===== src/pkg/can_rx_cfg.svh =====
// register map, field positions and reset values of the can receive status block
`ifndef CAN_RX_CFG_SVH
`define CAN_RX_CFG_SVH
`define OFF_CTRL 8'h00
`define OFF_STAT 8'h04
`define OFF_FLAG 8'h08
`define OFF_MASK 8'h0C
`define OFF_TXERR 8'h10
`define OFF_RXERR 8'h14
`define OFF_LEN 8'h18
`define OFF_PAY 8'h20
`define OFF_PAY_END 8'h3C
`define CTRL_SLEEP 0
`define CTRL_INIT 1
`define CTRL_WAKE_EN 2
`define CTRL_PDOWN 3
`define FLG_RXF 0
`define FLG_OVR 1
`define FLG_RST_LO 2
`define FLG_TST_LO 4
`define FLG_CSC 6
`define FLG_WAKE 7
`define FLG_STICKY 8'hC3
`define RST_REG 8'h00
`define CNT_WARN 9'h060
`define CNT_PASSIVE 9'h080
`define CNT_BUSOFF 9'h100
`define CNT_TX_STEP 9'h008
`define CNT_RX_STEP 8'h08
`define PAY_BYTES 8
`endif


===== src/pkg/can_rx_pkg.sv =====
// types shared by the can receive status block
package can_rx_pkg;
  // fault-confinement level of one error counter
  typedef enum logic [1:0] {
    BUS_OK,
    BUS_WARN,
    BUS_PASSIVE,
    BUS_OFF
  } bus_state_t;
endpackage


===== src/hw/can_rx_status.sv =====
// can error counters, payload bytes and receive/wake/error interrupt flags behind apb
//
// Local design decisions: the placing of the registers and the APB interface to the registers.
`timescale 1ns/10ps
`include "can_rx_cfg.svh"

module can_rx_status (
  // clock and reset
  input wire logic clk,
  input wire logic reset_n,
  // apb slave
  input wire logic psel,
  input wire logic penable,
  input wire logic pwrite,
  input wire logic [7:0] paddr,
  input wire logic [31:0] pwdata,
  output logic [31:0] prdata,
  output logic pready,
  output logic pslverr,
  // receive fifo foreground buffer
  input wire logic rxFgLoad,
  input wire logic [63:0] rxFgData,
  input wire logic [3:0] rxFgLength,
  input wire logic rxOverrun,
  output logic rxRelease,
  // fault-confinement events from the protocol engine
  input wire logic txErr,
  input wire logic txOk,
  input wire logic rxErr,
  input wire logic rxErrDominant,
  input wire logic rxOk,
  input wire logic busOffRecover,
  // can receive pin, asynchronous
  input wire logic canRx,
  // interrupt
  output logic irq
);
  logic [3:0] ctrl_q;
  logic sleepAck_q, initAck_q, powerDown_q, sleptBeforePd_q;
  logic [7:0] flag_q, flag_d, mask_q;
  logic [8:0] tec_q, tec_d;
  logic [7:0] rec_q, rec_d;
  logic [3:0] len_q;
  logic [7:0] payload_q [`PAY_BYTES];
  logic canRxMeta_q, canRxSync_q, canRxPrev_q;
  logic [31:0] prdata_q;
  logic pready_q, pslverr_q, irq_q, rxRelease_q;
  can_rx_pkg::bus_state_t txSt_q, rxSt_q;

  function automatic can_rx_pkg::bus_state_t busLevel(input logic [8:0] cnt);
    if (cnt >= `CNT_BUSOFF) begin
      return can_rx_pkg::BUS_OFF;
    end else if (cnt >= `CNT_PASSIVE) begin
      return can_rx_pkg::BUS_PASSIVE;
    end else if (cnt >= `CNT_WARN) begin
      return can_rx_pkg::BUS_WARN;
    end
    return can_rx_pkg::BUS_OK;
  endfunction

  // apb decode
  wire setup = psel & ~penable;
  wire wrAcc = psel & penable & pready_q & pwrite;
  wire [7:0] wb = pwdata[7:0];
  wire isPay = paddr >= `OFF_PAY && paddr <= `OFF_PAY_END && paddr[1:0] == 2'b00;
  wire [2:0] payIdx = paddr[4:2];
  wire isCtrl = paddr == `OFF_CTRL;
  wire isStat = paddr == `OFF_STAT;
  wire isFlag = paddr == `OFF_FLAG;
  wire isMask = paddr == `OFF_MASK;
  wire isTxe = paddr == `OFF_TXERR;
  wire isRxe = paddr == `OFF_RXERR;
  wire isLen = paddr == `OFF_LEN;
  wire mapped = isPay | isCtrl | isStat | isFlag | isMask | isTxe | isRxe | isLen;
  // counters change under the engine's feet outside sleep/init, so reads return zero there
  wire cntValid = (ctrl_q[`CTRL_SLEEP] & sleepAck_q) | (ctrl_q[`CTRL_INIT] & initAck_q);
  wire [7:0] txeRd = cntValid ? tec_q[7:0] : `RST_REG;
  wire [7:0] rxeRd = cntValid ? rec_q : `RST_REG;
  wire [7:0] statRd = {5'h00, powerDown_q, initAck_q, sleepAck_q};
  wire [7:0] flagRd = {flag_q[7:6], txSt_q, rxSt_q, flag_q[1:0]};
  wire [7:0] rdByte = isPay ? payload_q[payIdx] :
                      isCtrl ? {4'h0, ctrl_q} :
                      isStat ? statRd :
                      isFlag ? flagRd :
                      isMask ? mask_q :
                      isTxe ? txeRd :
                      isRxe ? rxeRd :
                      isLen ? {4'h0, len_q} : `RST_REG;

  // fault confinement
  wire txBusOff = tec_q >= `CNT_BUSOFF;
  always_comb begin
    tec_d = tec_q;
    rec_d = rec_q;
    if (busOffRecover) begin
      tec_d = 9'h000;
      rec_d = 8'h00;
    end else begin
      if (txErr && !txBusOff) begin
        tec_d = tec_q + `CNT_TX_STEP;
      end else if (txOk && tec_q != 9'h000 && !txBusOff) begin
        tec_d = tec_q - 9'h001;
      end
      if (rxErrDominant) begin
        rec_d = (rec_q > 8'hF7) ? 8'hFF : rec_q + `CNT_RX_STEP;
      end else if (rxErr && rec_q != 8'hFF) begin
        rec_d = rec_q + 8'h01;
      end else if (rxOk && rec_q != 8'h00) begin
        rec_d = rec_q - 8'h01;
      end
    end
  end

  wire can_rx_pkg::bus_state_t txStNew = busLevel(tec_q);
  wire can_rx_pkg::bus_state_t rxStNew = busLevel({1'b0, rec_q});
  wire stChange = txStNew != txSt_q || rxStNew != rxSt_q;

  // wake-up: dominant edge on the bus while asleep, or while powered down after an acked sleep
  wire busFall = canRxPrev_q & ~canRxSync_q;
  wire asleep = sleepAck_q | (powerDown_q & sleptBeforePd_q);
  wire wakeEv = busFall & asleep & ctrl_q[`CTRL_WAKE_EN] & mask_q[`FLG_WAKE];

  // sticky flags: hardware set wins over a write-one clear
  wire [7:0] setV = {wakeEv, stChange, 4'h0, rxOverrun, rxFgLoad};
  wire [7:0] clrV = (wrAcc && isFlag) ? (wb & `FLG_STICKY) : `RST_REG;
  assign flag_d = (flag_q & ~clrV) | setV;
  wire rxfCleared = clrV[`FLG_RXF] & flag_q[`FLG_RXF] & ~rxFgLoad;

  // the length code above eight still means eight bytes
  wire [3:0] nLoad = rxFgLength > 4'h8 ? 4'h8 : rxFgLength;
  // a frame hand-over wins over a software write to the length register in the same cycle
  wire [3:0] lenNext = rxFgLoad ? rxFgLength : (wrAcc && isLen) ? wb[3:0] : len_q;
  wire [7:0] maskNext = (wrAcc && isMask) ? (wb & `FLG_STICKY) : mask_q;

  always_ff @(posedge clk or negedge reset_n) begin
    if (!reset_n) begin
      canRxMeta_q <= 1'b1;
      canRxSync_q <= 1'b1;
      canRxPrev_q <= 1'b1;
    end else begin
      canRxMeta_q <= canRx;
      canRxSync_q <= canRxMeta_q;
      canRxPrev_q <= canRxSync_q;
    end
  end

  always_ff @(posedge clk or negedge reset_n) begin
    if (!reset_n) begin
      ctrl_q <= 4'h0;
      mask_q <= `RST_REG;
      len_q <= 4'h0;
    end else begin
      // counter, status and unmapped addresses take no write
      if (wrAcc && isCtrl) ctrl_q <= wb[3:0];
      mask_q <= maskNext;
      len_q <= lenNext;
    end
  end

  always_ff @(posedge clk or negedge reset_n) begin
    if (!reset_n) begin
      sleepAck_q <= 1'b0;
      initAck_q <= 1'b0;
      powerDown_q <= 1'b0;
      sleptBeforePd_q <= 1'b0;
    end else begin
      sleepAck_q <= ctrl_q[`CTRL_SLEEP];
      initAck_q <= ctrl_q[`CTRL_INIT];
      powerDown_q <= ctrl_q[`CTRL_PDOWN];
      if (ctrl_q[`CTRL_PDOWN] && !powerDown_q) sleptBeforePd_q <= sleepAck_q;
    end
  end

  always_ff @(posedge clk or negedge reset_n) begin
    if (!reset_n) begin
      tec_q <= 9'h000;
      rec_q <= 8'h00;
      txSt_q <= can_rx_pkg::BUS_OK;
      rxSt_q <= can_rx_pkg::BUS_OK;
      flag_q <= `RST_REG;
    end else begin
      tec_q <= tec_d;
      rec_q <= rec_d;
      txSt_q <= txStNew;
      rxSt_q <= rxStNew;
      flag_q <= flag_d;
    end
  end

  // payload: software writes for transmit, a foreground load overwrites
  always_ff @(posedge clk or negedge reset_n) begin
    if (!reset_n) begin
      for (int i = 0; i < `PAY_BYTES; i++) payload_q[i] <= 8'h00;
    end else if (rxFgLoad) begin
      for (int i = 0; i < `PAY_BYTES; i++) begin
        payload_q[i] <= (4'(i) < nLoad) ? rxFgData[8*i +: 8] : 8'h00;
      end
    end else if (wrAcc && isPay) begin
      payload_q[payIdx] <= wb;
    end
  end

  always_ff @(posedge clk or negedge reset_n) begin
    if (!reset_n) begin
      prdata_q <= 32'h0000_0000;
      pready_q <= 1'b0;
      pslverr_q <= 1'b0;
      irq_q <= 1'b0;
      rxRelease_q <= 1'b0;
    end else begin
      pready_q <= setup;
      pslverr_q <= setup & ~mapped;
      if (setup) prdata_q <= {24'h000000, rdByte};
      // next mask value, so the request never lags a mask write by a cycle
      irq_q <= |(flag_d & maskNext);
      rxRelease_q <= rxfCleared;
    end
  end

  assign prdata = prdata_q;
  assign pready = pready_q;
  assign pslverr = pslverr_q;
  assign irq = irq_q;
  assign rxRelease = rxRelease_q;

  // checks
  property p_cnt_hidden;
    @(posedge clk) disable iff (!reset_n)
    setup && (isTxe || isRxe) && !cntValid |=> prdata == 32'h0000_0000;
  endproperty
  a_cnt_hidden: assert property (p_cnt_hidden) else $error("counter visible outside sleep/init");

  property p_cnt_nowrite;
    @(posedge clk) disable iff (!reset_n)
    wrAcc && isTxe && !txErr && !txOk && !busOffRecover |=> tec_q == $past(tec_q);
  endproperty
  a_cnt_nowrite: assert property (p_cnt_nowrite) else $error("counter changed by write");

  property p_txe_read;
    @(posedge clk) disable iff (!reset_n)
    setup && isTxe && cntValid |=> prdata[7:0] == $past(tec_q[7:0]);
  endproperty
  a_txe_read: assert property (p_txe_read) else $error("tx count read mismatch");

  property p_pay_wr;
    @(posedge clk) disable iff (!reset_n)
    wrAcc && isPay && !rxFgLoad |=> payload_q[$past(payIdx)] == $past(wb);
  endproperty
  a_pay_wr: assert property (p_pay_wr) else $error("payload byte not stored");

  property p_pay_len;
    @(posedge clk) disable iff (!reset_n)
    rxFgLoad && rxFgLength == 4'h0 |=> payload_q[0] == 8'h00;
  endproperty
  a_pay_len: assert property (p_pay_len) else $error("byte beyond length kept");

  property p_rxf;
    @(posedge clk) disable iff (!reset_n)
    rxFgLoad && maskNext[`FLG_RXF] |=> flag_q[`FLG_RXF] && irq;
  endproperty
  a_rxf: assert property (p_rxf) else $error("receive-full or irq missing");

  property p_rxf_again;
    @(posedge clk) disable iff (!reset_n)
    rxFgLoad && clrV[`FLG_RXF] |=> flag_q[`FLG_RXF] && !rxRelease;
  endproperty
  a_rxf_again: assert property (p_rxf_again) else $error("reload lost");

  property p_wake;
    @(posedge clk) disable iff (!reset_n)
    $rose(flag_q[`FLG_WAKE]) |-> $past(asleep && ctrl_q[`CTRL_WAKE_EN] && mask_q[`FLG_WAKE]);
  endproperty
  a_wake: assert property (p_wake) else $error("wake without conditions");

  property p_ovr;
    @(posedge clk) disable iff (!reset_n)
    rxOverrun |=> flag_q[`FLG_OVR];
  endproperty
  a_ovr: assert property (p_ovr) else $error("overrun not flagged");

  property p_state;
    @(posedge clk) disable iff (!reset_n)
    tec_q >= `CNT_BUSOFF |=> txSt_q == can_rx_pkg::BUS_OFF && flagRd[5:4] == 2'h3;
  endproperty
  a_state: assert property (p_state) else $error("bus-off not reported");

  property p_irq;
    @(posedge clk) disable iff (!reset_n)
    |(flag_q & mask_q) |-> irq;
  endproperty
  a_irq: assert property (p_irq) else $error("irq dropped while flag set");

  property p_setwins;
    @(posedge clk) disable iff (!reset_n)
    rxOverrun && clrV[`FLG_OVR] |=> flag_q[`FLG_OVR];
  endproperty
  a_setwins: assert property (p_setwins) else $error("clear beat set");

  property p_txinc;
    @(posedge clk) disable iff (!reset_n)
    txErr && !busOffRecover && tec_q < 9'h0F8 |=> tec_q == $past(tec_q) + 9'h008;
  endproperty
  a_txinc: assert property (p_txinc) else $error("tx error step wrong");

  property p_rxe_read;
    @(posedge clk) disable iff (!reset_n)
    setup && isRxe && cntValid |=> prdata[7:0] == $past(rec_q);
  endproperty
  a_rxe_read: assert property (p_rxe_read) else $error("rx count read mismatch");

  property p_len_load;
    @(posedge clk) disable iff (!reset_n)
    rxFgLoad |=> len_q == $past(rxFgLength);
  endproperty
  a_len_load: assert property (p_len_load) else $error("length code not taken");

  property p_wake_set;
    @(posedge clk) disable iff (!reset_n)
    wakeEv |=> flag_q[`FLG_WAKE];
  endproperty
  a_wake_set: assert property (p_wake_set) else $error("wake event lost");

  property p_stchg;
    @(posedge clk) disable iff (!reset_n)
    stChange |=> flag_q[`FLG_CSC];
  endproperty
  a_stchg: assert property (p_stchg) else $error("status change not flagged");

  property p_rx_warn;
    @(posedge clk) disable iff (!reset_n)
    rec_q >= 8'h60 && rec_q < 8'h80 |=> rxSt_q == can_rx_pkg::BUS_WARN && flagRd[3:2] == 2'h1;
  endproperty
  a_rx_warn: assert property (p_rx_warn) else $error("rx warning not reported");

  property p_release;
    @(posedge clk) disable iff (!reset_n)
    rxfCleared |=> rxRelease && !flag_q[`FLG_RXF];
  endproperty
  a_release: assert property (p_release) else $error("clear did not release");

  property p_rxdom;
    @(posedge clk) disable iff (!reset_n)
    rxErrDominant && !busOffRecover && rec_q < 8'hF8 |=> rec_q == $past(rec_q) + 8'h08;
  endproperty
  a_rxdom: assert property (p_rxdom) else $error("rx error step wrong");

  property p_busoff_hold;
    @(posedge clk) disable iff (!reset_n)
    txBusOff && !busOffRecover |=> tec_q == $past(tec_q);
  endproperty
  a_busoff_hold: assert property (p_busoff_hold) else $error("bus-off count moved");

  property p_txok;
    @(posedge clk) disable iff (!reset_n)
    txOk && !txErr && !busOffRecover && tec_q != 9'h000 && !txBusOff |=> tec_q == $past(tec_q) - 9'h001;
  endproperty
  a_txok: assert property (p_txok) else $error("tx success step wrong");

  c_rx: cover property (@(posedge clk) disable iff (!reset_n) rxFgLoad ##1 rxRelease);
  c_wake: cover property (@(posedge clk) disable iff (!reset_n) $rose(flag_q[`FLG_WAKE]));
  c_busoff: cover property (@(posedge clk) disable iff (!reset_n) txSt_q == can_rx_pkg::BUS_OFF);
  c_err: cover property (@(posedge clk) disable iff (!reset_n) setup && isTxe && cntValid);
endmodule


===== config.mk =====
export PLATFORM = sky130hd
export DESIGN_NAME = can_rx_status
export DESIGN_NICKNAME = d
export VERILOG_FILES = /design/src/pkg/can_rx_pkg.sv /design/src/hw/can_rx_status.sv
export VERILOG_INCLUDE_DIRS = /design/src /design/src/pkg
export SDC_FILE = /design/constraint.sdc
export NUM_CORES = 1
export LEC_CHECK = 0
export BUFFER_PORTS_ARGS = -buffer_cell sky130_fd_sc_hd__buf_2
export CAP_MARGIN = 0
export CELL_PAD_IN_SITES_DETAIL_PLACEMENT = 1
export CELL_PAD_IN_SITES_GLOBAL_PLACEMENT = 1
export CORE_UTILIZATION = 45
export CTS_CLUSTER_DIAMETER = 120
export DETAILED_ROUTE_END_ITERATION = 10
export PLACE_DENSITY = 0.85
export RECOVER_POWER = 50
export SETUP_SLACK_MARGIN = 0.1
export SKIP_LAST_GASP = 1
export SLEW_MARGIN = 5
export SYNTH_ARGS = -nofsm -noshare
export SYNTH_HDL_FRONTEND = slang
export SYNTH_SLANG_ARGS = --single-unit

===== constraint.sdc =====
create_clock -name clk -period 5 [get_ports clk]
set_clock_uncertainty 0.2 [all_clocks]
set_input_delay 1.25 -clock clk [delete_from_list [all_inputs] [get_ports clk]]
set_output_delay 1.25 -clock clk [all_outputs]
set_load 0.01 [all_outputs]

==> results.md <==
- Setup TNS: 0 ns
- Seq/Total Area, Yosys: a little over two fifths
- R2R Path End: rec_q[7]
- CTS sink cnt: 120
- CP Class: flip-flop to flip-flop
- Reg2reg setup slack: approximately 1.4 ns
- Vias: approximately 6300
- CP max FO: 10
- HP Start: canRxMeta_q
- Inst Count DP: around 980
- Avg WL per Cell: 22.47 um
- Outcome: complete, but fails checks
- Final wirelength: about 23000 um
- CTS resizes: 0
- IO Pins: roughly 160
- Syn_area_per_cell: ~9.5 sq um
- Top_reg_cell synth: dfrtp_1
- Hold WC Path Type: flip-flop to flip-flop
- CTS buffer count: 17
- Largest cells by area after synthesis: dfrtp_1, o21ai_0, a22oi_1
- CTS Buffer Depth: 2
- Synth warn: 0
- Worst Max-Slew Pin Slew: 1.882 ns
- Post-synth EDFFs: 0
- DP Worst Slack: between 1 and 1.5 ns
- Synthesis-to-finish area growth: 17.79%
- Number of synthesized register bits: 120
- Fin. Hold Viols: 0
- WP data arrival: between 3 and 4 ns
- GPL Wtd Cong: a little over 0.9
- Largest net degree at the start of global routing: about 60
- Starting Density: a little under half
- Final std cells w/o fill: 1016
- Netlist Area Pre-Place: 6913 sq um
- Top cells by count, synth: dfrtp_1, nand2_1, o21ai_0, a21oi_1, a22oi_1
- RSZ-0062 raised after global routing: false
- Drt pass-1 iters: 5
- Die Y: 125.9 um
- Crit path cell chain: nand4_1 > o21ai_0 > ha_1 > a21oi_1 > o211ai_1 > o41ai_1 > xnor2_1 > a21oi_1 > o21ai_0
- WP data required: 5.08 ns
- Final core occ: between 50% and 60%
- Die X: approximately 130 um
- Total grt overflow: 0
- CTS root buffer: clkbuf_16
- First-pass GRT wire length: 37050 um
- Vias in the first global route: around 6800
- Fmax: roughly 270 MHz
- Fin worst setup slack: between 1 and 1.5 ns
- Routed vias/inst: 6.187
- Failing checks: max-capacitance violations, max-slew violations
- Post-synthesis cell count: 730
- Global-route usage over all layers: between 30% and 40%
- Site Rows: between 40 and 50
- Leakage: 3.676 nW
- Initial antenna violation count: 0
- Power Total: between 3 and 4 mW
- Max-slew violations: 66
- Post-layout net count: 954
- Max Cap Viol: 2
- Relative slew slack: -25.46%
- Critical Path Max Stage Delay: 0.75 ns
- Core area: between 10000 and 15000 sq um
- Final Setup Violations: 0
- Count of unique library cells instantiated by Yosys: 66
- Reg2reg path depth: 9
- Postcts setup bufs: 0
- Post-DP HPWL: about 16000 um
- Yosys top cell area share: between 40% and 50%
- Async set-reset flop share out of synthesis: between 90% and 100%
- Inserted Diodes: 0
- Critical Path Source: rec_q[3]
- Area of the die: 15860 sq um
- Crit-path slowest cell: o21ai_0
- PwrDens: just under 400 nW/um^2
- Share of cells above drive strength 1: between 20% and 30%
- Minimum clock period: 3.641 ns
- Hold-fix buffers, CTS: 0
- CTS tree: done
- Top-count cell post-synth: dfrtp_1
- Number of H-tree levels: 4
- Final Cycle Share: roughly 73%
- Post-route ant nets: 0
- Startpoint Class: flip-flop
- Worst Setup EP: rec_q[7]
- Clk slew on worst S/H paths: ~0.05 ns
- Clk_lat worst skew: 0.43 ns
- First DRT Iteration DRCs: 505
- DRC: 0
- Top cell type by total area after synthesis: dfrtp_1
- Port Buf Inserts: 109
- RR Startpoint: rec_q[3]
- Critical path capture point type: flip-flop
- Maximum VDD drop: ~0.26 mV
cell usage in the layout, fill, tap and decap left out, types with 4 or more instances in the layout:
cell type  synthesis  layout
mux4_2            16      16
mux2_2            12      12
dfrtp_1          117     117
mux2i_1           17      17
a22oi_1           48      48
a31oi_1            5       5
nor2_1            40      40
a211oi_1           4       4
nand3_1           10      10
inv_1             17      17
clkbuf_8           0       4
bufinv_16          0       5
o22a_1             6       6
o21a_1             6       6
nor3_1             4       4
nor2b_1           16      16
buf_4             24       9
o21ai_0           90      90
or4_1              4       4
a221oi_1           4       4
nand2b_1           6       6
nand2_1           96      96
nand4_1            4       4
xnor2_1           10      10
ha_1              12      12
conb_1             1      24
a21oi_1           48      48
buf_2              5     107
clkbuf_16          0      17
power breakdown:
part / total, mW / switching, mW / internal, mW / leakage, nW
clock: 1.40 / 0.467 / 0.937 / 0.325
combinational: 0.613 / 0.359 / 0.254 / 1.80
sequential: 1.20 / 0.129 / 1.07 / 1.55
total: 3.22 / 0.956 / 2.26 / 3.68
flip-flops by register name, summed over array words and instances (netlist names), 2 cells and up:
name and cells:
ctrl_q 4, flag_q 4, len_q 4, payload_q 64, rxSt_q 2, prdata 8, mask_q 4, txSt_q 2
rec_q 8, tec_q 9
layout make-up:
class | instances | area [sq um]
fill | 1717 | 6611
multi-input combinational | 544 | 3555
sequential | 120 | 3007
timing repair buffer | 119 | 614.3
clock buffer | 21 | 480.5
tap | 184 | 230.2
clock inverter | 11 | 192.7
inverter | 17 | 63.81
worst min path at each step:
stage,end,slack (ns),depth (start not counted)
floorplan,canRxSync_q,0.15,0
global placement,canRxSync_q,0.15,0
detailed placement,canRxSync_q,0.15,0
CTS,canRxSync_q,0.16,0
global route,canRxSync_q,0.17,0
finish,canRxSync_q,0.16,0
critical path: cells and delay by family, from the launching register on:
kind | cells | cell delay [ns]
flops | 1 | 0.60
xor+xnor | 1 | 0.18
compound gates | 6 | 2.00
fa+ha+maj | 1 | 0.38
simple gates | 1 | 0.14
logic make-up (layout without fill, tap and decap cells):
logic type | count (synthesis) | after routing | share of synthesized area [%]
xor+xnor | 13 | 13 | 1.647
buf+inv | 89 | 168 | 6.335
other cells | 1 | 24 | 0.05425
flops | 120 | 120 | 43.49
compound gates | 243 | 243 | 21.92
fa+ha+maj | 13 | 13 | 2.461
mux | 45 | 45 | 9.629
simple gates | 206 | 206 | 14.46
stage by stage:
step                      hold WS, ns  cell area (sq um)
after CTS                      0.1594               8152
after detailed placement       0.1510               7478
final                          0.1628               8143
after global placement         0.1463               7478
after global routing           0.1733               8143
after floorplan                0.1452               6999
metal layers:
layer / GRT usage, % / part of all wire (%)
met1: 38.73 / 41
met2: 50.57 / 49
met3: 6.415 / 5.8
met4: 14.60 / 3.4
met5: 0 / 0
No activity file was read; power rests on OpenSTA's default activity.
